==> config.mk <==
export PLATFORM = sky130hd
export DESIGN_NAME = cqt_core
export DESIGN_NICKNAME = d
export VERILOG_FILES = /design/src/core/cqt_pkg.sv /design/src/core/cqt_core.sv
export SDC_FILE = /design/constraint.sdc
export NUM_CORES = 1
export LEC_CHECK = 0
export ABC_AREA = 1
export CORE_ASPECT_RATIO = 1.25
export CORE_UTILIZATION = 23
export CTS_BUF_LIST = sky130_fd_sc_hd__clkbuf_16
export DETAILED_ROUTE_END_ITERATION = 8
export DONT_BUFFER_PORTS = 1
export PLACE_DENSITY = 0.39
export SETUP_SLACK_MARGIN = 0.4
export SYNTH_ARGS = -nofsm -noshare
export SYNTH_HDL_FRONTEND = slang
export SYNTH_SLANG_ARGS = --single-unit
export TNS_END_PERCENT = 20
==> constraint.sdc <==
create_clock -name clk_i -period 9.9 [get_ports clk_i]
set_input_delay 0.99 -clock clk_i [delete_from_list [all_inputs] [get_ports clk_i]]
set_output_delay 0.99 -clock clk_i [all_outputs]
set_load 0.005 [all_outputs]
==> src/core/cqt_pkg.sv <==
/*
  Constants for the capture command queue and trigger block.
  Assumes a 32-bit classic Wishbone register bus and one system clock.
*/
// ==========================================================================
// Package
package cqt_pkg;
  // Sizes
  localparam int NL   = 1;               // Digital input lines
  localparam int QD   = 8;               // Queue depth in entries
  localparam int QAW  = 3;               // Queue pointer width
  localparam int HW   = 8;               // Handle width
  localparam int FLW  = 6;               // Stored flag bits
  localparam int AW   = 16;              // Command operand width

  // Register byte offsets
  localparam logic [7:0] A_CMD   = 8'h00;
  localparam logic [7:0] A_RES   = 8'h04;
  localparam logic [7:0] A_DONE  = 8'h08;
  localparam logic [7:0] A_STAT  = 8'h0C;
  localparam logic [7:0] A_LTYPE = 8'h10;
  localparam logic [7:0] A_OUT   = 8'h14;
  localparam logic [7:0] A_PURGE = 8'h18;

  // Command word layout
  localparam int OP_LSB  = 0;
  localparam int FL_LSB  = 4;
  localparam int ARG_LSB = 16;
  localparam int F_EVEN  = 0;            // even_field_start
  localparam int F_ODD   = 1;            // odd_field_start
  localparam int F_ONE   = 2;            // one_field_only
  localparam int F_IDLE  = 3;            // Only if idle
  localparam int F_DEF   = 4;            // Deferred
  localparam int F_REM   = 5;            // Watch the second board
  localparam int AV_LSB  = 0;            // Value / wanted state / index
  localparam int AM_LSB  = 8;            // Mask / config selector

  // Opcodes
  localparam logic [3:0] OP_CAPT   = 4'h0;
  localparam logic [3:0] OP_CONT   = 4'h1;
  localparam logic [3:0] OP_SCAPT  = 4'h2;
  localparam logic [3:0] OP_CAM    = 4'h3;
  localparam logic [3:0] OP_SCAM   = 4'h4;
  localparam logic [3:0] OP_BRIGHT = 4'h5;
  localparam logic [3:0] OP_CONTR  = 4'h6;
  localparam logic [3:0] OP_FWAIT  = 4'h7;
  localparam logic [3:0] OP_WANY   = 4'h8;
  localparam logic [3:0] OP_WALL   = 4'h9;
  localparam logic [3:0] OP_CONFIG = 4'hA;

  // Line detection types
  localparam logic [1:0] DT_LEVEL = 2'h0;
  localparam logic [1:0] DT_RISE  = 2'h1;
  localparam logic [1:0] DT_FALL  = 2'h2;

  // Readback fields
  localparam int RES_FAIL  = 8;
  localparam int ST_STEER  = 8;
  localparam int ST_CNT    = 16;
  localparam int ST_BUSY   = 24;
  localparam int O_CLR     = 16;

  // Field counts
  localparam logic [1:0] FLD_FULL = 2'h2;
  localparam logic [1:0] FLD_ONE  = 2'h1;

  typedef enum {E_IDLE, E_SYNC, E_RUN, E_EVT} cqt_eng_e;
endpackage

==> src/core/cqt_core.sv <==
/*
  Command sequencer: queue, field-timed execution, trigger line detection,
  event waits and steer value, all behind a classic Wishbone slave.
  Assumes synchronous inputs, one clock and a single bus master.
*/
// The register offsets and register access over Wishbone were chosen for this implementation.
// Overview of operation
// - Plain command waits for drain, acks after
// - Deferred command queued, acked at once
// - Only-if-idle fails when anything pending
// - Both flags: queue only when empty
// - Deferrable commands return a pollable handle
// - Configuration waits for whole queue drain
// - Output write and purge run at once, concurrently; line type write waits for idle
// - Field flags pick the starting field
// - One-field flag covers one field only
// - Flags independent; zero means plain default
// - Picture adjust ignores field flags
// - Trigger line reported at bit zero
// - Selectable rise, fall or level detection
// - Any-line wait pauses until one matches
// - All-line wait pauses until all match
// - Only masked lines are watched
// - Wait may watch the second board
// - Release loads steer if a watched line is active, clears matched states
// - Steer readable, steers capture and input
// - Reset clears steer value
// - Output write by mask, fails on zero
// - Output write with bit 16 set clears latched input state of masked lines
// - Purge drops queue, aborts running command
// - Reset aborts queue and line activity
module cqt_core (
  input  wire logic                  clk_i,           // System clock
  input  wire logic                  rst_i,           // Sync reset, high
  input  wire logic                  wb_cyc_i,        // Bus cycle
  input  wire logic                  wb_stb_i,        // Bus strobe
  input  wire logic                  wb_we_i,         // Write
  input  wire logic [7:0]            wb_adr_i,        // Byte address
  input  wire logic [3:0]            wb_sel_i,        // Byte lanes
  input  wire logic [31:0]           wb_dat_i,        // Write data
  output logic      [31:0]           wb_dat_o,        // Read data
  output logic                       wb_ack_o,        // Acknowledge
  input  wire logic [cqt_pkg::NL-1:0] trig_i,         // Trigger lines
  input  wire logic [cqt_pkg::NL-1:0] remote_state_i, // Other board state
  input  wire logic                  field_start_i,   // Field begins
  input  wire logic                  field_odd_i,     // Field is odd
  output logic                       capture_go_o,    // Capture start pulse
  output logic      [1:0]            capture_dest_o,  // Destination frame
  output logic                       capture_cont_o,  // Continuous capture
  output logic      [1:0]            cam_sel_o,       // Video input
  output logic      [7:0]            bright_o,        // Brightness
  output logic      [7:0]            contrast_o,      // Contrast
  output logic                       cfg_we_o,        // Config write pulse
  output logic      [3:0]            cfg_sel_o,       // Config item
  output logic      [7:0]            cfg_val_o,       // Config value
  output logic      [cqt_pkg::NL-1:0] out_line_o,     // Output lines
  output logic      [cqt_pkg::NL-1:0] remote_clr_o,   // Clear other board
  output logic                       busy_o           // Work pending
);
  localparam int EW = cqt_pkg::FLW + 4 + cqt_pkg::AW + cqt_pkg::HW;

  // ========================================================================
  // Functions
  // Byte lane mask from select
  function automatic logic [31:0] lane_mask(input logic [3:0] s);
    lane_mask = {{8{s[3]}}, {8{s[2]}}, {8{s[1]}}, {8{s[0]}}};
  endfunction

  // Highest set line index
  function automatic logic [1:0] hi_line(input logic [cqt_pkg::NL-1:0] v);
    hi_line = 2'h0;
    for (int i = 0; i < cqt_pkg::NL; i++) begin
      if (v[i]) hi_line = i[1:0];
    end
  endfunction

  // ========================================================================
  // Declarations
  logic [EW-1:0]            q_mem [cqt_pkg::QD];
  logic [cqt_pkg::QAW-1:0]  wp_r, wp_nxt, rp_r, rp_nxt;
  logic [cqt_pkg::QAW:0]    cnt_r, cnt_nxt;
  logic                     ack_r, ack_nxt, dir_r, dir_nxt, busy_r;
  logic [31:0]              dat_r, dat_nxt, wd;
  logic [cqt_pkg::HW:0]     res_r, res_nxt;
  logic [cqt_pkg::HW-1:0]   hcnt_r, hcnt_nxt, done_r, done_nxt;
  logic [1:0]               ltype_r, ltype_nxt;
  logic [cqt_pkg::NL-1:0]   out_r, out_nxt, out_clr, eng_clr, line_st, omsk;
  logic                     acc, push, pop, start_dir, purge, pending, q_full;
  logic [3:0]               c_op;
  logic [cqt_pkg::FLW-1:0]  c_flg;
  cqt_pkg::cqt_eng_e        st_r, st_nxt;
  logic [EW-1:0]            ld, e_r, e_nxt;
  logic [3:0]               e_op;
  logic [cqt_pkg::FLW-1:0]  e_flg;
  logic [cqt_pkg::AW-1:0]   e_arg;
  logic [1:0]               fld_r, fld_nxt, steer_r, steer_nxt, dest_r, dest_nxt;
  logic [1:0]               cam_r, cam_nxt;
  logic                     go_r, go_nxt, cont_r, cont_nxt, cfgwe_r, cfgwe_nxt;
  logic [7:0]               bri_r, bri_nxt, con_r, con_nxt, cval_r, cval_nxt;
  logic [3:0]               csel_r, csel_nxt;
  logic [cqt_pkg::NL-1:0]   rclr_r, rclr_nxt, src, want, msk, sat, hits;
  logic                     released, fld_ok, adj;

  // ========================================================================
  // Trigger line detection, one per line
  generate
    for (genvar i = 0; i < cqt_pkg::NL; i++) begin : g_line
      logic prev_r, lst_r, lst_nxt, clr;
      // Set beats a same-cycle clear so no edge is lost
      always_comb begin
        clr = eng_clr[i] | out_clr[i];
        case (ltype_r)
          cqt_pkg::DT_RISE: lst_nxt = (trig_i[i] & ~prev_r) | (lst_r & ~clr);
          cqt_pkg::DT_FALL: lst_nxt = (~trig_i[i] & prev_r) | (lst_r & ~clr);
          default:          lst_nxt = trig_i[i];
        endcase
      end
      // Register, reset drops any latched activity
      always_ff @(posedge clk_i) begin
        if (rst_i) begin
          prev_r <= 1'b0;
          lst_r  <= 1'b0;
        end else begin
          prev_r <= trig_i[i];
          lst_r  <= lst_nxt;
        end
      end
      assign line_st[i] = lst_r;
    end
  endgenerate

  // ========================================================================
  // Bus slave and queue
  assign acc     = wb_cyc_i & wb_stb_i & ~ack_r;
  assign wd      = wb_dat_i & lane_mask(wb_sel_i);
  assign c_op    = wd[cqt_pkg::OP_LSB +: 4];
  assign c_flg   = wd[cqt_pkg::FL_LSB +: cqt_pkg::FLW];
  assign pending = (cnt_r != '0) | (st_r != cqt_pkg::E_IDLE);
  assign q_full  = cnt_r == cqt_pkg::QD[cqt_pkg::QAW:0];
  assign pop     = (st_r == cqt_pkg::E_IDLE) & (cnt_r != '0) & ~purge;

  // Decode a request; stalls simply withhold ack
  always_comb begin
    ack_nxt = acc; dat_nxt = 32'h0; res_nxt = res_r; dir_nxt = dir_r;
    hcnt_nxt = hcnt_r; ltype_nxt = ltype_r; out_nxt = out_r; out_clr = '0;
    omsk = wd[cqt_pkg::AM_LSB +: cqt_pkg::NL];
    push = 1'b0; start_dir = 1'b0; purge = 1'b0;
    if (acc) begin
      case (wb_adr_i)
        cqt_pkg::A_CMD: begin
          if (!wb_we_i) begin
            dat_nxt = {23'h0, res_r};
          end else if (dir_r) begin
            ack_nxt = st_r == cqt_pkg::E_IDLE;
            dir_nxt = st_r != cqt_pkg::E_IDLE;
          end else if (c_flg[cqt_pkg::F_IDLE] && pending) begin
            res_nxt = {1'b1, hcnt_r};
          end else if (c_flg[cqt_pkg::F_DEF] && c_op != cqt_pkg::OP_CONFIG) begin
            ack_nxt = ~q_full;
            push    = ~q_full;
            if (!q_full) begin
              res_nxt  = {1'b0, hcnt_r};
              hcnt_nxt = hcnt_r + 1'b1;
            end
          end else begin
            ack_nxt   = 1'b0;
            start_dir = ~pending;
            dir_nxt   = ~pending;
            if (!pending) begin
              res_nxt  = {1'b0, hcnt_r};
              hcnt_nxt = hcnt_r + 1'b1;
            end
          end
        end
        cqt_pkg::A_RES:  dat_nxt = {23'h0, res_r};
        cqt_pkg::A_DONE: dat_nxt = {24'h0, done_r};
        cqt_pkg::A_STAT: dat_nxt = {7'h0, pending, 4'h0, cnt_r, 6'h0, steer_r,
                                    {(8 - cqt_pkg::NL){1'b0}}, line_st};
        cqt_pkg::A_LTYPE: begin
          dat_nxt = {30'h0, ltype_r};
          if (wb_we_i) begin
            ack_nxt = ~pending;
            if (!pending) ltype_nxt = wd[1:0];
          end
        end
        cqt_pkg::A_OUT: begin
          dat_nxt = {{(32 - cqt_pkg::NL){1'b0}}, out_r};
          if (wb_we_i) begin
            if (omsk == '0) begin
              res_nxt = {1'b1, hcnt_r};
            end else begin
              res_nxt = {1'b0, hcnt_r};
              out_nxt = (out_r & ~omsk) | (wd[cqt_pkg::AV_LSB +: cqt_pkg::NL] & omsk);
              if (wd[cqt_pkg::O_CLR]) out_clr = omsk;
            end
          end
        end
        cqt_pkg::A_PURGE: purge = wb_we_i;
        default: dat_nxt = 32'h0;
      endcase
    end
    if (purge) dir_nxt = 1'b0;
    wp_nxt  = push ? wp_r + 1'b1 : wp_r;
    rp_nxt  = pop ? rp_r + 1'b1 : rp_r;
    cnt_nxt = purge ? '0 : cnt_r + {{cqt_pkg::QAW{1'b0}}, push}
                            - {{cqt_pkg::QAW{1'b0}}, pop};
    if (purge) begin
      wp_nxt = '0;
      rp_nxt = '0;
    end
  end

  // Register bus and queue state
  always_ff @(posedge clk_i) begin
    if (rst_i) begin
      ack_r <= 1'b0; dat_r <= 32'h0; res_r <= '0; dir_r <= 1'b0;
      hcnt_r <= '0; ltype_r <= cqt_pkg::DT_LEVEL; out_r <= '0;
      wp_r <= '0; rp_r <= '0; cnt_r <= '0;
    end else begin
      ack_r <= ack_nxt; dat_r <= dat_nxt; res_r <= res_nxt; dir_r <= dir_nxt;
      hcnt_r <= hcnt_nxt; ltype_r <= ltype_nxt; out_r <= out_nxt;
      wp_r <= wp_nxt; rp_r <= rp_nxt; cnt_r <= cnt_nxt;
    end
  end

  // Queue storage, no reset needed on data
  always_ff @(posedge clk_i) begin
    if (push) q_mem[wp_r] <= {c_flg, c_op, wd[cqt_pkg::ARG_LSB +: cqt_pkg::AW], hcnt_r};
  end

  // ========================================================================
  // Execution engine
  assign ld    = start_dir ? {c_flg, c_op, wd[cqt_pkg::ARG_LSB +: cqt_pkg::AW], hcnt_r}
                           : q_mem[rp_r];
  assign e_flg = e_r[EW-1 -: cqt_pkg::FLW];
  assign e_op  = e_r[EW-cqt_pkg::FLW-1 -: 4];
  assign e_arg = e_r[cqt_pkg::HW +: cqt_pkg::AW];
  assign adj   = e_op == cqt_pkg::OP_BRIGHT || e_op == cqt_pkg::OP_CONTR;
  // Picture adjust always starts on any field
  assign fld_ok = adj || (e_flg[cqt_pkg::F_EVEN] ? ~field_odd_i :
                          e_flg[cqt_pkg::F_ODD] ? field_odd_i : 1'b1);
  // Event condition from local or other board lines
  assign src  = e_flg[cqt_pkg::F_REM] ? remote_state_i : line_st;
  assign want = e_arg[cqt_pkg::AV_LSB +: cqt_pkg::NL];
  assign msk  = (st_r == cqt_pkg::E_EVT) ? e_arg[cqt_pkg::AM_LSB +: cqt_pkg::NL] : '0;
  assign sat  = ~(src ^ want) & msk;
  assign hits = src & msk;
  assign released = (e_op == cqt_pkg::OP_WALL) ? (msk != '0 && sat == msk)
                                               : (sat != '0);

  // Next state of the engine and its outputs
  always_comb begin
    st_nxt = st_r; e_nxt = e_r; fld_nxt = fld_r; steer_nxt = steer_r;
    dest_nxt = dest_r; cam_nxt = cam_r; bri_nxt = bri_r; con_nxt = con_r;
    csel_nxt = csel_r; cval_nxt = cval_r; cont_nxt = cont_r; done_nxt = done_r;
    go_nxt = 1'b0; cfgwe_nxt = 1'b0; rclr_nxt = '0; eng_clr = '0;
    case (st_r)
      cqt_pkg::E_IDLE: begin
        if (pop || start_dir) begin
          e_nxt = ld;
          if (ld[EW-cqt_pkg::FLW-1 -: 4] == cqt_pkg::OP_CONFIG) begin
            cfgwe_nxt = 1'b1;
            csel_nxt  = ld[cqt_pkg::HW + cqt_pkg::AM_LSB +: 4];
            cval_nxt  = ld[cqt_pkg::HW + cqt_pkg::AV_LSB +: 8];
            done_nxt  = ld[cqt_pkg::HW-1:0];
          end else if (ld[EW-cqt_pkg::FLW-1 -: 4] == cqt_pkg::OP_WANY ||
                       ld[EW-cqt_pkg::FLW-1 -: 4] == cqt_pkg::OP_WALL) begin
            st_nxt = cqt_pkg::E_EVT;
          end else begin
            st_nxt = cqt_pkg::E_SYNC;
          end
        end
      end
      cqt_pkg::E_SYNC: begin
        if (field_start_i && fld_ok) begin
          st_nxt  = cqt_pkg::E_RUN;
          fld_nxt = e_flg[cqt_pkg::F_ONE] ? cqt_pkg::FLD_ONE : cqt_pkg::FLD_FULL;
          case (e_op)
            cqt_pkg::OP_CAPT, cqt_pkg::OP_CONT, cqt_pkg::OP_SCAPT: begin
              go_nxt   = 1'b1;
              cont_nxt = e_op == cqt_pkg::OP_CONT;
              dest_nxt = (e_op == cqt_pkg::OP_SCAPT) ? steer_r : e_arg[1:0];
            end
            cqt_pkg::OP_CAM:    cam_nxt = e_arg[1:0];
            cqt_pkg::OP_SCAM:   cam_nxt = steer_r;
            cqt_pkg::OP_BRIGHT: bri_nxt = e_arg[7:0];
            cqt_pkg::OP_CONTR:  con_nxt = e_arg[7:0];
            default:            cont_nxt = 1'b0;
          endcase
          if (e_op == cqt_pkg::OP_CAM || e_op == cqt_pkg::OP_SCAM || adj) begin
            st_nxt   = cqt_pkg::E_IDLE;
            done_nxt = e_r[cqt_pkg::HW-1:0];
          end
        end
      end
      cqt_pkg::E_RUN: begin
        if (field_start_i) begin
          fld_nxt = fld_r - 1'b1;
          if (fld_r == cqt_pkg::FLD_ONE) begin
            st_nxt   = cqt_pkg::E_IDLE;
            cont_nxt = 1'b0;
            done_nxt = e_r[cqt_pkg::HW-1:0];
          end
        end
      end
      cqt_pkg::E_EVT: begin
        if (released) begin
          st_nxt   = cqt_pkg::E_IDLE;
          done_nxt = e_r[cqt_pkg::HW-1:0];
          if (hits != '0) steer_nxt = hi_line(hits);
          eng_clr = (e_op == cqt_pkg::OP_WALL) ? msk
                  : ((hits != '0) ? (cqt_pkg::NL'(1) << hi_line(hits)) : '0);
          if (e_flg[cqt_pkg::F_REM]) begin
            rclr_nxt = eng_clr;
            eng_clr  = '0;
          end
        end
      end
      default: st_nxt = cqt_pkg::E_IDLE;
    endcase
    if (purge) begin
      st_nxt   = cqt_pkg::E_IDLE;
      cont_nxt = 1'b0;
      go_nxt   = 1'b0;
    end
  end

  // Engine registers; reset clears steer and aborts work
  always_ff @(posedge clk_i) begin
    if (rst_i) begin
      st_r <= cqt_pkg::E_IDLE; e_r <= '0; fld_r <= 2'h0; steer_r <= 2'h0;
      dest_r <= 2'h0; cam_r <= 2'h0; bri_r <= 8'h0; con_r <= 8'h0;
      csel_r <= 4'h0; cval_r <= 8'h0; cont_r <= 1'b0; done_r <= '0;
      go_r <= 1'b0; cfgwe_r <= 1'b0; rclr_r <= '0; busy_r <= 1'b0;
    end else begin
      st_r <= st_nxt; e_r <= e_nxt; fld_r <= fld_nxt; steer_r <= steer_nxt;
      dest_r <= dest_nxt; cam_r <= cam_nxt; bri_r <= bri_nxt; con_r <= con_nxt;
      csel_r <= csel_nxt; cval_r <= cval_nxt; cont_r <= cont_nxt; done_r <= done_nxt;
      go_r <= go_nxt; cfgwe_r <= cfgwe_nxt; rclr_r <= rclr_nxt;
      busy_r <= (cnt_nxt != '0) | (st_nxt != cqt_pkg::E_IDLE);
    end
  end

  // Outputs straight from flops
  assign wb_ack_o = ack_r;          assign wb_dat_o = dat_r;
  assign capture_go_o = go_r;       assign capture_dest_o = dest_r;
  assign capture_cont_o = cont_r;   assign cam_sel_o = cam_r;
  assign bright_o = bri_r;          assign contrast_o = con_r;
  assign cfg_we_o = cfgwe_r;        assign cfg_sel_o = csel_r;
  assign cfg_val_o = cval_r;        assign out_line_o = out_r;
  assign remote_clr_o = rclr_r;     assign busy_o = busy_r;

  logic cmd_w;
  assign cmd_w = acc & wb_we_i & (wb_adr_i == cqt_pkg::A_CMD) & ~dir_r;
endmodule

* After elaboration in Yosys (flattened, before gate mapping)
Memories as Yosys holds them, arrays and structs flattened. A register that Yosys moved wholly into a read port is not among the register bits.
Cells that the tools add are included.
** Storage, ports and cells
- Memories kept :: 1
- Register bits :: 179
- RAM bits :: 272
- Output and inout port bits :: 71
** Memories
- q_mem :: words 8, width 34, read ports 1, clocked after memory_dff 1, write ports 1, RTL line cqt_core.sv:79 : logic [EW-1:0] q_mem [cqt_pkg::QD];
** Cells by class
- Shifts and indexed selects :: 1
- Add/subtract/negate cells :: 6
- Reductions and logical operators :: 43
- Mux-type cells :: 89
- Bitwise gates (word level) :: 39
- Equal/unequal tests :: 41
** Operators with widths (number)
- $mux 32 :: 7
- $pmux 25 s6 :: 1
- $pmux 32 s4 :: 1
- $mux 9 :: 9
- $mux 8 :: 10
- $eq 32x2->1 const B :: 2
- $logic_not 32->1 :: 2
- $reduce_bool 32->1 :: 2
- $mux 1 :: 41
- $mux 34 :: 1
- $and 32x32->32 :: 1
- $eq 32x1->1 const B :: 1
- $eq 32x3->1 const B :: 1
- $pmux 8 s4 :: 1
- $eq 8x5->1 const B :: 3
- $ne 2x2->1 const B :: 12
- $reduce_and 3->1 :: 7
- $eq 4x4->1 const B :: 5
- $not 1->1 :: 20
- $pmux 9 s2 :: 1
- $eq 8x4->1 const B :: 2
- $mux 2 :: 8
- $reduce_and 7->1 :: 2
- $eq 4x3->1 const B :: 3
- 34 further kinds :: 76

* Depth between registers and ports, before layout
Gate-level depths: netlist (run 1).
- Depth after elaboration :: 20
- Depth in mapped cells :: 23
- Gate-level depth less buffers :: 22

* Worst setup path before layout (run 1)
No wires, ideal clock.
- Kind :: input port to flip-flop
- Start point :: in wb_adr_i[1]
- End point :: mem q_mem[5][0] (netlist bit), enable pin
- Setup time :: 0.448 ns
- Setup slack :: 5.527 ns
- Data arrival time :: 3.925 ns
- Stages :: 10
- Cell sequence :: nor2_1 -> nand2_1 -> nor2_2 -> nand2_2 -> nor2_4 -> buf_4 -> nand3_2 -> nor2_2 -> inv_2 -> nor3_1
** Between the ends
- Longest elaborated chain between the ends :: 5
** Ends and longest elaborated chain
- start: declaration :: RTL line cqt_core.sv:38 : input wire logic [7:0] wb_adr_i,
- $logic_not 8->1 :: RTL line cqt_core.sv:149 : case (wb_adr_i)
- $mux 1 :: RTL line cqt_core.sv:149
- $mux 1 :: RTL line cqt_core.sv:148 : if (acc) begin
- $mux 1 :: RTL line cqt_core.sv:228 : if (push) q_mem[wp_r] <= {c_flg, c_op, wd[cqt_pkg::ARG_LSB +: cqt_pkg::AW], hcnt_r};
- $mux 1 (implied by the code) :: RTL line cqt_core.sv:228
- end: declaration :: RTL line cqt_core.sv:79
No other way between the ends.

* Worst setup path in the final report (run 1)
- Start point :: in wb_adr_i[1]
- End point :: reg csel_r[1], in the netlist cfg_sel_o[1]
** Between the ends
- Longest elaborated chain between the ends :: 7
- Elaborated cells between the ends (all ways) :: 12
- Those cells by class :: eq/ne: 2; mux: 5; bitwise: 2; reduce/logical: 3
** Ends and longest elaborated chain
- branches (longest 7 deep; another with $mux 34)
- end signal: assignment :: RTL line cqt_core.sv:338 : csel_r <= csel_nxt; cval_r <= cval_nxt; cont_r <= cont_nxt; done_r <= done_nxt;
- end: declaration :: RTL line cqt_core.sv:100 : logic [3:0] csel_r, csel_nxt;
Several ways; the timed one is not identified.
A chain may end at the register's enable or synchronous reset.

==> impl_results.html, run 1 <==
<table>
<tr><th>Metric</th><th>Value</th></tr>
<tr><th colspan="2">Cells and area</th></tr>
<tr><td>Count of inserted antenna diode cells</td><td>0</td></tr>
<tr><td>Ratio of cells with drive above 1 in the final layout</td><td>8.06%</td></tr>
<tr><td>Synthesis-to-layout area growth</td><td>14.0%</td></tr>
<tr><td>Final-layout fill cell count</td><td>7111</td></tr>
<tr><td>Core occupancy in the finished layout</td><td>26.5%</td></tr>
<tr><td>Number of nets in the final layout</td><td>1614</td></tr>
<tr><td>Post-Layout Inst Area</td><td>roughly 18000 um2</td></tr>
<tr><th colspan="2">Flow run</th></tr>
<tr><td>Maximum Capacitance Violations</td><td>0</td></tr>
<tr><th colspan="2">Setup path</th></tr>
<tr><td>Worst path cell trace</td><td>nor2_1 -&gt; nand2_1 -&gt; nor2_2 -&gt; nand2_2 -&gt; nor2_4 -&gt; nand3_4 -&gt; nand2_2 -&gt; nand3_1 -&gt; nor2_2 -&gt; nand2_2 -&gt; clkinv_1 -&gt; o21ai_0 -&gt; nor2_1</td></tr>
<tr><td>Crit Path Max Fanout</td><td>55</td></tr>
<tr><td>Type of the setup path with the least slack</td><td>input pin to register</td></tr>
<tr><td>Most Frequent Cell on Critical Path</td><td>sky130_fd_sc_hd__nand2_2</td></tr>
<tr><td>Kind of start point of the critical path</td><td>input pin</td></tr>
<tr><td>CP endpoint kind</td><td>register</td></tr>
<tr><td>Data required, critical path</td><td>10380 ps</td></tr>
<tr><td>CP peak stage delay</td><td>roughly 700 ps</td></tr>
<tr><td>Worst EP arrival</td><td>4250 ps</td></tr>
<tr><td>Crit path max-delay cell type</td><td>sky130_fd_sc_hd__nand3_4</td></tr>
<tr><th colspan="2">Detailed routing</th></tr>
<tr><td>Antenna viol nets, final</td><td>0</td></tr>
<tr><td>DR vias</td><td>about 11000</td></tr>
<tr><td>1st-pass router iterations</td><td>7</td></tr>
<tr><td>Met3 layer wire length in the routed design</td><td>1.86 mm</td></tr>
<tr><td>Met2 WL post-DR</td><td>around 21 mm</td></tr>
<tr><td>Vias per cell</td><td>4.35</td></tr>
<tr><td>Total detailed-routing wirelength</td><td>42.9 mm</td></tr>
<tr><td>Uppermost layer routed</td><td>met5</td></tr>
<tr><td>Post-DR wirelength/cell</td><td>17.6 um</td></tr>
<tr><td>Residual DRC count</td><td>0</td></tr>
<tr><td>Sum of routed wire segments on met1</td><td>around 19 mm</td></tr>
<tr><td>Number of violations reported at the end of detailed-routing iteration 0</td><td>between 500 and 600</td></tr>
<tr><th colspan="2">Logic synthesis</th></tr>
<tr><td>Synthesized cell area</td><td>approximately 16000 um2</td></tr>
<tr><td>Synthesized area per cell</td><td>approximately 10 um2</td></tr>
<tr><td>Cell type with the largest total area after synthesis</td><td>sky130_fd_sc_hd__edfxtp_1</td></tr>
<tr><td>Most used DFF post-synth</td><td>sky130_fd_sc_hd__edfxtp_1</td></tr>
<tr><td>Number of flops mapped to enable cells by yosys</td><td>224</td></tr>
<tr><td>Leading cell types by total area after synthesis</td><td>sky130_fd_sc_hd__edfxtp_1 (43%), sky130_fd_sc_hd__dfxtp_1 (20%), sky130_fd_sc_hd__o21ai_0 (6.1%), sky130_fd_sc_hd__nor2_1 (5.2%), sky130_fd_sc_hd__nand2_1 (4.8%)</td></tr>
<tr><td>Most frequent cells after synthesis</td><td>sky130_fd_sc_hd__edfxtp_1 (224), sky130_fd_sc_hd__nor2_1 (215), sky130_fd_sc_hd__nand2_1 (200)</td></tr>
<tr><td>Yosys cell types</td><td>54</td></tr>
<tr><td>Asr flop ratio synth</td><td>0%</td></tr>
<tr><td>Synthesized instance count</td><td>1533</td></tr>
<tr><td>Number of register bits inferred by synthesis</td><td>379</td></tr>
<tr><td>Synthesis warning total</td><td>0</td></tr>
<tr><td>Top-area cell type share of the netlist area</td><td>43.3%</td></tr>
<tr><td>Most instantiated library cell after synthesis</td><td>sky130_fd_sc_hd__edfxtp_1</td></tr>
<tr><td>Part of the Yosys area used for sequential elements</td><td>63.3%</td></tr>
<tr><th colspan="2">Floorplanning</th></tr>
<tr><td>Area of the core</td><td>66800 um2</td></tr>
<tr><td>Die height</td><td>around 300 um</td></tr>
<tr><td>Starting density of the core</td><td>23.2%</td></tr>
<tr><td>Die outline area</td><td>68600 um2</td></tr>
<tr><td>Number of primary I/O pins</td><td>124</td></tr>
<tr><td>Row Count</td><td>approximately 110</td></tr>
<tr><td>Horizontal die dimension</td><td>234 um</td></tr>
<tr><th colspan="2">CTS</th></tr>
<tr><td>Cell at the root of the clock tree</td><td>sky130_fd_sc_hd__clkbuf_16</td></tr>
<tr><td>Worst skew pair latency</td><td>570 ps</td></tr>
<tr><td>Clock tree from TritonCTS</td><td>built</td></tr>
<tr><td># Post-CTS Setup Buffers</td><td>0</td></tr>
<tr><td>Clock slew at the register clock pins of the worst setup and hold paths</td><td>60 ps</td></tr>
<tr><td>Hold-fix buffer count after cts</td><td>0</td></tr>
<tr><td># H-tree levels</td><td>2</td></tr>
<tr><td>Max Buffers Root-to-Sink</td><td>3</td></tr>
<tr><td>Clock sink count</td><td>379</td></tr>
<tr><td>Post-cts repair resize count</td><td>0</td></tr>
<tr><td>Number of buffers created by CTS</td><td>41</td></tr>
<tr><th colspan="2">STA</th></tr>
<tr><td>Final sum of negative setup slack</td><td>0 ps</td></tr>
<tr><td>Crit share post-route</td><td>38.1%</td></tr>
<tr><td>Relative slew slack</td><td>20.3%</td></tr>
<tr><td>Clock Skew</td><td>35.9 ps</td></tr>
<tr><td>Final Hold Fails</td><td>0</td></tr>
<tr><td>Final count of pins violating max slew</td><td>0</td></tr>
<tr><td>Transition time of the tightest slew-check pin</td><td>1190 ps</td></tr>
<tr><td>Setup repair after global routing missed its margin</td><td>false</td></tr>
<tr><td>Final setup vio count</td><td>0</td></tr>
<tr><td>Highest clock frequency the design can meet</td><td>265 MHz</td></tr>
<tr><td>Post-layout minimum cycle time</td><td>3770 ps</td></tr>
<tr><th colspan="2">GRT</th></tr>
<tr><td>Pin count of the biggest net entering global routing</td><td>98</td></tr>
<tr><td>Number of global-route vias before repair</td><td>~10000</td></tr>
<tr><td>Total congestion overflow</td><td>0</td></tr>
<tr><td>Total routing usage reported by global routing</td><td>12.6%</td></tr>
<tr><td>First-pass GRT wire length</td><td>between 60 and 70 mm</td></tr>
<tr><td>Antenna violations before repair</td><td>3</td></tr>
<tr><th colspan="2">Hold path</th></tr>
<tr><td>Type of the most critical hold path</td><td>register to register</td></tr>
<tr><th colspan="2">Placement</th></tr>
<tr><td>Port bufs</td><td>0</td></tr>
<tr><td>DP HPWL</td><td>26.1 mm</td></tr>
<tr><td>Cell area after placement</td><td>16500 um2</td></tr>
<tr><td>Global placer's final weighted congestion</td><td>between 0.7 and 0.8</td></tr>
<tr><th colspan="2">Power and ir drop</th></tr>
<tr><td>Sum of internal, switching and leakage power</td><td>between 3000 and 4000 uW</td></tr>
<tr><td>Leakage power</td><td>0.00625 uW</td></tr>
<tr><td>Worst supply voltage drop on vdd</td><td>102 uV</td></tr>
<tr><td>Power per unit of standard cell area</td><td>179 nW/um2</td></tr>
<tr><th colspan="2">Outcome</th></tr>
<tr><td>Status</td><td>complete, no violations</td></tr>
</table>
==> final timing paths <==
kind         cells after the start            to  slack [ps]        start
min                              2        e_r[6]         450       e_r[6]
max reg2reg                     13  cfg_sel_o[1]        6160     st_r[14]
max                             13  cfg_sel_o[1]        6130  wb_adr_i[1]
min reg2reg                      2        e_r[6]         450       e_r[6]
==> flip-flops by register name, summed over array words and instances, names as in the netlist, 4 cells and up, named ones only <==
| signal | flops |
|---|---|
| done_r | 8 |
| wb_dat_o | 14 |
| cnt_r | 4 |
| st_r | 32 |
| cfg_val_o | 8 |
| hcnt_r | 8 |
| q_mem | 224 |
| e_r | 25 |
| contrast_o | 8 |
| res_r | 9 |
| cfg_sel_o | 4 |
| bright_o | 8 |
==> where the power goes <==
| part | switching [uW] | internal, uW |
|---|---|---|
| clock | 632 | 818 |
| sequential | 2.10 | 1670 |
| combinational | 32.8 | 7.96 |
| total | 667 | 2490 |
==> layout by cell type (no fill, tap or decap), drive strengths merged, types with 3 or more instances in the layout <==
cell,count
clkinvlp,3
xor2,5
and2,3
nor3,22
a21oi,97
nand4,16
dfxtp,155
a211oi,9
mux2i,12
o21ai,191
nor2,227
o221ai,12
a221oi,8
conb,48
buf,13
and3,3
a22o,4
edfxtp,224
nand2,215
o211ai,21
ha,11
o22ai,11
a31oi,4
clkbuf,42
inv,139
nand3,53
clkinv,15
==> critical path: cells and delay by family <==
kind	cells	cell delay [ps]
simple gates	11	2960
buf+inv	1	190
compound gates	1	90
==> layout make-up <==
cell class                 count  area, um2  share of cell area [%]
clock buffer                  42       1050                    5.94
clock inverter                28        185                    1.05
inverter                     131        500                    2.83
multi-input combinational    983       4960                    28.0
sequential                   379       9830                    55.5
tap                          864       1080                    6.11
timing repair buffer          13       97.6                   0.551
==> per-stage QoR <==
stage          std cells  setup WS [ps]  hold WS [ps]
6_report            2440           6130           448
5_1_grt             2440           5740           461
4_1_cts             2440           6000           451
3_5_place_dp        2370           5490           443
3_3_place_gp        2370           5530           433
2_1_floorplan       1580           5530           425
==> routing by layer <==
| metal | vias up | GRT usage [%] |
|---|---|---|
| li1 | 5251 | - |
| met5 | - | 0 |
| met1 | 5129 | 15.7 |
| met3 | 63 | 2.68 |
| met4 | 4 | 3.65 |
| met2 | 176 | 21.6 |
==> kinds of logic (layout without fill, tap and decap cells) <==
logic type	Yosys count	after routing	share of synthesized area [%]
AOI/OAI and AO/OA	363	363	13.2
xor gates and xnor gates	5	5	0.282
adders and majority gates	12	12	1.02
buffers and inverters	218	214	6.15
DFF	379	379	63.3
muxes	12	12	0.774
other	1	48	0.0242
and+or+nand+nor	543	543	15.2
Note: power is estimated with default switching activity, not from simulation.
==> run 2, diff against run 1 <==
- PLACE_DENSITY: 0.39 -> 0.4
- clock period: 9.9 -> 3.4 ns (I/O delays scaled with it)
==> impl_results.html, run 2 (synthesis gave the netlist of run 1 again) <==
<table>
<tr><th>Metric</th><th>Value</th></tr>
<tr><th colspan="2">Outcome</th></tr>
<tr><td>Status</td><td>finished, violations left</td></tr>
<tr><td>Failing checks</td><td>negative hold slack</td></tr>
<tr><th colspan="2">CTS</th></tr>
<tr><td># H-tree levels</td><td>2</td></tr>
<tr><td>Clock tree from TritonCTS</td><td>built</td></tr>
<tr><td>Clock sink count</td><td>379</td></tr>
<tr><td>Hold-fix buffer count after cts</td><td>16</td></tr>
<tr><td>Max Buffers Root-to-Sink</td><td>3</td></tr>
<tr><td>Clock slew at the register clock pins of the worst setup and hold paths</td><td>60 ps</td></tr>
<tr><td>Cell at the root of the clock tree</td><td>sky130_fd_sc_hd__clkbuf_16</td></tr>
<tr><td>Worst skew pair latency</td><td>roughly 570 ps</td></tr>
<tr><td>Number of buffers created by CTS</td><td>43</td></tr>
<tr><th colspan="2">STA</th></tr>
<tr><td>Crit share post-route</td><td>85.0%</td></tr>
<tr><td>Clock Skew</td><td>17.0 ps</td></tr>
<tr><td>Relative slew slack</td><td>52.9%</td></tr>
<tr><td>Transition time of the tightest slew-check pin</td><td>707 ps</td></tr>
<tr><td>Minimum hold slack</td><td>-156 ps</td></tr>
<tr><td>Post-layout minimum cycle time</td><td>2890 ps</td></tr>
<tr><td>Final Hold Fails</td><td>20</td></tr>
<tr><td>Final count of pins violating max slew</td><td>0</td></tr>
<tr><td>Final sum of negative setup slack</td><td>0 ps</td></tr>
<tr><td>Final setup vio count</td><td>0</td></tr>
<tr><td>Highest clock frequency the design can meet</td><td>346 MHz</td></tr>
<tr><td>Setup repair after global routing missed its margin</td><td>true</td></tr>
<tr><th colspan="2">Floorplanning</th></tr>
<tr><td>Starting density of the core</td><td>23.2%</td></tr>
<tr><td>Area of the core</td><td>66800 um2</td></tr>
<tr><td>Die outline area</td><td>68600 um2</td></tr>
<tr><td>Number of primary I/O pins</td><td>124</td></tr>
<tr><td>Horizontal die dimension</td><td>234 um</td></tr>
<tr><td>Die height</td><td>just under 300 um</td></tr>
<tr><td>Row Count</td><td>106</td></tr>
<tr><th colspan="2">Setup path</th></tr>
<tr><td>Type of the setup path with the least slack</td><td>register to register</td></tr>
<tr><td>Worst reg2reg startpoint</td><td>cnt_r[2]</td></tr>
<tr><td>Crit Path Max Fanout</td><td>21</td></tr>
<tr><td>Launching instance or port of the critical path</td><td>cnt_r[2]</td></tr>
<tr><td>Worst EP arrival</td><td>3400 ps</td></tr>
<tr><td>CP endpoint kind</td><td>register</td></tr>
<tr><td>Kind of start point of the critical path</td><td>register</td></tr>
<tr><td>Data required, critical path</td><td>3910 ps</td></tr>
<tr><th colspan="2">Detailed routing</th></tr>
<tr><td>Total detailed-routing wirelength</td><td>roughly 44 mm</td></tr>
<tr><td>Number of violations reported at the end of detailed-routing iteration 0</td><td>717</td></tr>
<tr><td>Post-DR wirelength/cell</td><td>17.7 um</td></tr>
<tr><td>1st-pass router iterations</td><td>5</td></tr>
<tr><td>Residual DRC count</td><td>0</td></tr>
<tr><td>Vias per cell</td><td>4.37</td></tr>
<tr><td>Antenna viol nets, final</td><td>0</td></tr>
<tr><td>DR vias</td><td>approximately 11000</td></tr>
<tr><th colspan="2">Placement</th></tr>
<tr><td>DP HPWL</td><td>27.9 mm</td></tr>
<tr><td>Port bufs</td><td>0</td></tr>
<tr><td>Number of placed instances, taps included</td><td>2393</td></tr>
<tr><td>Global placer's final weighted congestion</td><td>0.791</td></tr>
<tr><th colspan="2">GRT</th></tr>
<tr><td>Total routing usage reported by global routing</td><td>13.0%</td></tr>
<tr><td>Total congestion overflow</td><td>0</td></tr>
<tr><td>Antenna violations before repair</td><td>0</td></tr>
<tr><td>First-pass GRT wire length</td><td>67.2 mm</td></tr>
<tr><td>Number of global-route vias before repair</td><td>10882</td></tr>
<tr><td>Pin count of the biggest net entering global routing</td><td>66</td></tr>
<tr><th colspan="2">Cells and area</th></tr>
<tr><td>Most frequent standard cell in the layout excluding fill and tap cells</td><td>sky130_fd_sc_hd__edfxtp_1</td></tr>
<tr><td>Ratio of cells with drive above 1 in the final layout</td><td>10.3%</td></tr>
<tr><td>Most frequent cells in the layout</td><td>sky130_fd_sc_hd__edfxtp_1 (224), sky130_fd_sc_hd__nor2_1 (213), sky130_fd_sc_hd__nand2_1 (200)</td></tr>
<tr><td>Filler-free cell count of the finished design</td><td>between 2000 and 2500</td></tr>
<tr><td>Synthesis-to-layout area growth</td><td>18.2%</td></tr>
<tr><td>Biggest regs</td><td>q_mem x224, st_r x32, e_r x25</td></tr>
<tr><td>Max reg flops</td><td>224</td></tr>
<tr><td>Number of nets in the final layout</td><td>1659</td></tr>
<tr><td>Count of inserted antenna diode cells</td><td>0</td></tr>
<tr><td>Biggest register</td><td>q_mem</td></tr>
<tr><th colspan="2">Power and ir drop</th></tr>
<tr><td>Sum of internal, switching and leakage power</td><td>9400 uW</td></tr>
<tr><td>Power per unit of standard cell area</td><td>512 nW/um2</td></tr>
<tr><td>Leakage power</td><td>~0.0066 uW</td></tr>
<tr><td>Worst supply voltage drop on vdd</td><td>311 uV</td></tr>
<tr><th colspan="2">Flow run</th></tr>
<tr><td>Maximum Capacitance Violations</td><td>0</td></tr>
<tr><th colspan="2">Hold path</th></tr>
<tr><td>Type of the most critical hold path</td><td>input pin to register</td></tr>
<tr><td>Hold path startpoint</td><td>rst_i</td></tr>
</table>
==> run 2: what timing repair did <==
action                                 4_1_cts  5_1_grt
pin swaps                                    4        3
setup buffers                                4        0
gates resized for setup                      4        9
endpoints found under the hold margin       35       20
setup endpoints to repair                    1       23
==> run 2: report_power, final <==
part / internal [uW] / total, uW / switching [uW]
combinational: 28.3 / 128 / 99.3
clock: 2510 / 4400 / 1890
sequential: 4860 / 4870 / 6.76
==> run 2: worst paths after layout <==
kind | slack (ps) | to | cells past startpoint
worst min-delay path | -160 | e_r[27] | 1
worst max-delay path | 510 | cfg_sel_o[3] | 15
worst min register to register | 450 | e_r[6] | 2
worst max register to register | 510 | cfg_sel_o[3] | 15
==> run 2: routing by layer <==
layer	vias up	part of all wire [%]	track usage, %
met5	-	0	0
met3	55	4.7	2.61
met2	190	49	22.2
li1	5352	-	-
met4	0	2.1	3.95
met1	5285	44	16.4
==> run 2: area by class of cell <==
| cell class | instances | area (um2) |
|---|---|---|
| inverter | 131 | 498 |
| clock buffer | 46 | 1150 |
| multi-input combinational | 983 | 5060 |
| clock inverter | 34 | 186 |
| sequential | 379 | 9840 |
| tap | 864 | 1080 |
| timing repair buffer | 56 | 536 |
| fill | 7084 | 48500 |
==> run 2: worst max-delay path, cell delays in order, from the launching register on <==
cell and delay [ps]:
sky130_fd_sc_hd__dfxtp_1 300, sky130_fd_sc_hd__inv_2 80, sky130_fd_sc_hd__ha_1 160, sky130_fd_sc_hd__inv_1 60, sky130_fd_sc_hd__nor3_4 220, sky130_fd_sc_hd__buf_4 170
sky130_fd_sc_hd__nand2_2 60, sky130_fd_sc_hd__a21oi_4 220, sky130_fd_sc_hd__nand3_4 330, sky130_fd_sc_hd__nand2_1 220, sky130_fd_sc_hd__nand3_1 140, sky130_fd_sc_hd__nor2_2 140
sky130_fd_sc_hd__nand2_2 270, sky130_fd_sc_hd__clkinv_1 240, sky130_fd_sc_hd__o21ai_0 100, sky130_fd_sc_hd__nor2_1 120
==> run 2: per-stage QoR <==
| stage | worst slack, ps | instance area [um2] | utilization [%] |
|---|---|---|---|
| 2_1_floorplan | 298 | 15700 | - |
| 3_5_place_dp | 261 | 16800 | 25.1 |
| 3_3_place_gp | 297 | 16800 | 25.1 |
| 4_1_cts | 400 | 18300 | 27.4 |
| 6_report | 510 | 18300 | 27.4 |
| 5_1_grt | 238 | 18300 | 27.4 |
==> run 3, diff against run 2 <==
- PLACE_DENSITY: 0.4 -> 0.39
- clock period: 3.4 -> 2.7 ns (I/O delays scaled with it)
==> impl_results.html, run 3 (synthesis gave the netlist of run 1 again) <==
<table>
<tr><th>Metric</th><th>Value</th></tr>
<tr><th colspan="2">STA</th></tr>
<tr><td>Final setup vio count</td><td>2</td></tr>
<tr><td>Highest clock frequency the design can meet</td><td>around 370 MHz</td></tr>
<tr><td>Transition time of the tightest slew-check pin</td><td>between 800 and 900 ps</td></tr>
<tr><td>Final count of pins violating max slew</td><td>0</td></tr>
<tr><td>Final Hold Fails</td><td>32</td></tr>
<tr><td>Relative slew slack</td><td>between 40 and 50%</td></tr>
<tr><td>Crit share post-route</td><td>101%</td></tr>
<tr><td>Final sum of negative setup slack</td><td>-24.4 ps</td></tr>
<tr><td>Post-layout minimum cycle time</td><td>2720 ps</td></tr>
<tr><td>Clock Skew</td><td>34.2 ps</td></tr>
<tr><td>Final critical-path setup slack</td><td>-21.6 ps</td></tr>
<tr><td>Minimum hold slack</td><td>-236 ps</td></tr>
<tr><td>Setup repair after global routing missed its margin</td><td>true</td></tr>
<tr><th colspan="2">Setup path</th></tr>
<tr><td>Worst EP arrival</td><td>~3200 ps</td></tr>
<tr><td>CP endpoint kind</td><td>register</td></tr>
<tr><td>Worst path cell trace</td><td>nor2_2 -&gt; nand2_2 -&gt; nor2_4 -&gt; nand2_2 -&gt; nor2_4 -&gt; nand2_4 -&gt; nand3_4 -&gt; nand2_4 -&gt; clkinv_4 -&gt; nand3_4 -&gt; ha_4 -&gt; inv_2 -&gt; ha_4 -&gt; fa_2 -&gt; xor2_1 -&gt; nor3_1 -&gt; o21ai_1 -&gt; inv_1 -&gt; nand2_1 -&gt; nor2_1 -&gt; nor2_1</td></tr>
<tr><td>Crit path max-delay cell type</td><td>sky130_fd_sc_hd__fa_2</td></tr>
<tr><td>CP peak stage delay</td><td>330 ps</td></tr>
<tr><td>Kind of start point of the critical path</td><td>register</td></tr>
<tr><td>Type of the setup path with the least slack</td><td>register to register</td></tr>
<tr><td>Data required, critical path</td><td>3190 ps</td></tr>
<tr><td>Path depth of the worst reg2reg path</td><td>21</td></tr>
<tr><td>Crit Path Max Fanout</td><td>3</td></tr>
<tr><th colspan="2">Cells and area</th></tr>
<tr><td>Most frequent cells in the layout</td><td>sky130_fd_sc_hd__edfxtp_1 (224), sky130_fd_sc_hd__nor2_1 (199), sky130_fd_sc_hd__nand2_1 (167)</td></tr>
<tr><td>Biggest register</td><td>q_mem</td></tr>
<tr><td>Max reg flops</td><td>approximately 220</td></tr>
<tr><td>Core occupancy in the finished layout</td><td>31.1%</td></tr>
<tr><td>Number of nets in the final layout</td><td>1783</td></tr>
<tr><td>Filler-free cell count of the finished design</td><td>2616</td></tr>
<tr><td>Synthesis-to-layout area growth</td><td>33.8%</td></tr>
<tr><td>Ratio of cells with drive above 1 in the final layout</td><td>23.4%</td></tr>
<tr><td>Count of inserted antenna diode cells</td><td>0</td></tr>
<tr><td>Most frequent standard cell in the layout excluding fill and tap cells</td><td>sky130_fd_sc_hd__edfxtp_1</td></tr>
<tr><td>Biggest regs</td><td>q_mem x224, st_r x32, e_r x25</td></tr>
<tr><th colspan="2">GRT</th></tr>
<tr><td>Pin count of the biggest net entering global routing</td><td>81</td></tr>
<tr><td>First-pass GRT wire length</td><td>74.6 mm</td></tr>
<tr><td>Total congestion overflow</td><td>0</td></tr>
<tr><td>Total routing usage reported by global routing</td><td>~15%</td></tr>
<tr><td>Antenna violations before repair</td><td>0</td></tr>
<tr><td>Number of global-route vias before repair</td><td>11536</td></tr>
<tr><th colspan="2">Detailed routing</th></tr>
<tr><td>Antenna viol nets, final</td><td>0</td></tr>
<tr><td>Number of violations reported at the end of detailed-routing iteration 0</td><td>731</td></tr>
<tr><td>1st-pass router iterations</td><td>5</td></tr>
<tr><td>Total detailed-routing wirelength</td><td>50.9 mm</td></tr>
<tr><td>Post-DR wirelength/cell</td><td>19.5 um</td></tr>
<tr><td>Residual DRC count</td><td>0</td></tr>
<tr><td>DR vias</td><td>11599</td></tr>
<tr><td>Vias per cell</td><td>about 4.4</td></tr>
<tr><th colspan="2">Floorplanning</th></tr>
<tr><td>Starting density of the core</td><td>a little under a quarter</td></tr>
<tr><td>Die height</td><td>between 200 and 300 um</td></tr>
<tr><td>Number of primary I/O pins</td><td>approximately 120</td></tr>
<tr><td>Horizontal die dimension</td><td>234 um</td></tr>
<tr><td>Row Count</td><td>106</td></tr>
<tr><td>Die outline area</td><td>just under 70000 um2</td></tr>
<tr><td>Area of the core</td><td>66800 um2</td></tr>
<tr><th colspan="2">CTS</th></tr>
<tr><td>Clock sink count</td><td>between 300 and 400</td></tr>
<tr><td>Clock slew at the register clock pins of the worst setup and hold paths</td><td>70 ps</td></tr>
<tr><td># H-tree levels</td><td>2</td></tr>
<tr><td>Worst skew pair latency</td><td>about 600 ps</td></tr>
<tr><td>Cell at the root of the clock tree</td><td>sky130_fd_sc_hd__clkbuf_16</td></tr>
<tr><td>Clock tree from TritonCTS</td><td>built</td></tr>
<tr><td>Number of buffers created by CTS</td><td>42</td></tr>
<tr><td>Max Buffers Root-to-Sink</td><td>3</td></tr>
<tr><td>Hold-fix buffer count after cts</td><td>11</td></tr>
<tr><th colspan="2">Outcome</th></tr>
<tr><td>Failing checks</td><td>negative hold slack, negative setup slack</td></tr>
<tr><td>Status</td><td>finished, violations left</td></tr>
<tr><th colspan="2">Placement</th></tr>
<tr><td>Global placer's final weighted congestion</td><td>0.793</td></tr>
<tr><td>Worst-case setup slack after placement</td><td>-72.8 ps</td></tr>
<tr><td>DP HPWL</td><td>30.6 mm</td></tr>
<tr><td>Port bufs</td><td>0</td></tr>
<tr><td>Number of placed instances, taps included</td><td>around 2400</td></tr>
<tr><th colspan="2">Power and ir drop</th></tr>
<tr><td>Worst supply voltage drop on vdd</td><td>approximately 400 uV</td></tr>
<tr><td>Leakage power</td><td>between 0.007 and 0.008 uW</td></tr>
<tr><td>Power per unit of standard cell area</td><td>about 580 nW/um2</td></tr>
<tr><td>Sum of internal, switching and leakage power</td><td>around 12000 uW</td></tr>
<tr><th colspan="2">Hold path</th></tr>
<tr><td>Type of the most critical hold path</td><td>input pin to register</td></tr>
<tr><td>Hold Path Depth</td><td>1</td></tr>
<tr><th colspan="2">Flow run</th></tr>
<tr><td>Maximum Capacitance Violations</td><td>0</td></tr>
</table>
run 3: path summary, 6_finish.rpt:
check / startpoint / to / slack (ps)
setup reg to reg: st_r[15] / busy_o / -20
setup / recovery: st_r[15] / busy_o / -20
hold / removal: rst_i / cnt_r[2] / -240
hold reg to reg: e_r[2] / e_r[2] / 450
run 3: final cells by class:
type | count | area (um2)
clock buffer | 43 | 1080
clock inverter | 35 | 303
fill | 6867 | 46100
inverter | 131 | 532
multi-input combinational | 984 | 5800
sequential | 379 | 9840
tap | 864 | 1080
timing repair buffer | 180 | 2150
run 3: worst max-delay path: cells and delay by family, from the launching register on:
family | cells | cell delay, ps
xor+xnor | 1 | 150
fa+ha+maj | 3 | 760
buf+inv | 3 | 150
flops | 1 | 310
compound gates | 1 | 80
simple gates | 13 | 1170
run 3: metal layers:
layer / vias to the layer above / part of all wire (%) / routed length (um) / global-route usage, %
met3: 70 / 4.5 / 2300 / 2.91
met5: - / 0 / 0 / 0
met2: 228 / 51 / 25900 / 25.9
met4: 0 / 2.4 / 1240 / 4.22
met1: 5690 / 42 / 21400 / 18.2
li1: 5611 / - / - / -
run 3: stage by stage:
step	cell area (um2)	hold slack (ps)
2_1_floorplan	15800	402
3_3_place_gp	17200	353
3_5_place_dp	17200	354
4_1_cts	20200	-283
5_1_grt	20800	-273
6_report	20800	-236
run 3: power breakdown:
group | switching [uW] | internal [uW]
clock | 2490 | 3220
combinational | 144 | 59.1
sequential | 7.82 | 6120
total | 2640 | 9400
run 3: what timing repair did:
item,CTS,global route
gates cloned,9,5
endpoints found under the hold margin,42,32
endpoints found under the setup margin,274,298
buffers inserted,56,19
gates resized for setup,228,78
pin swaps,59,46
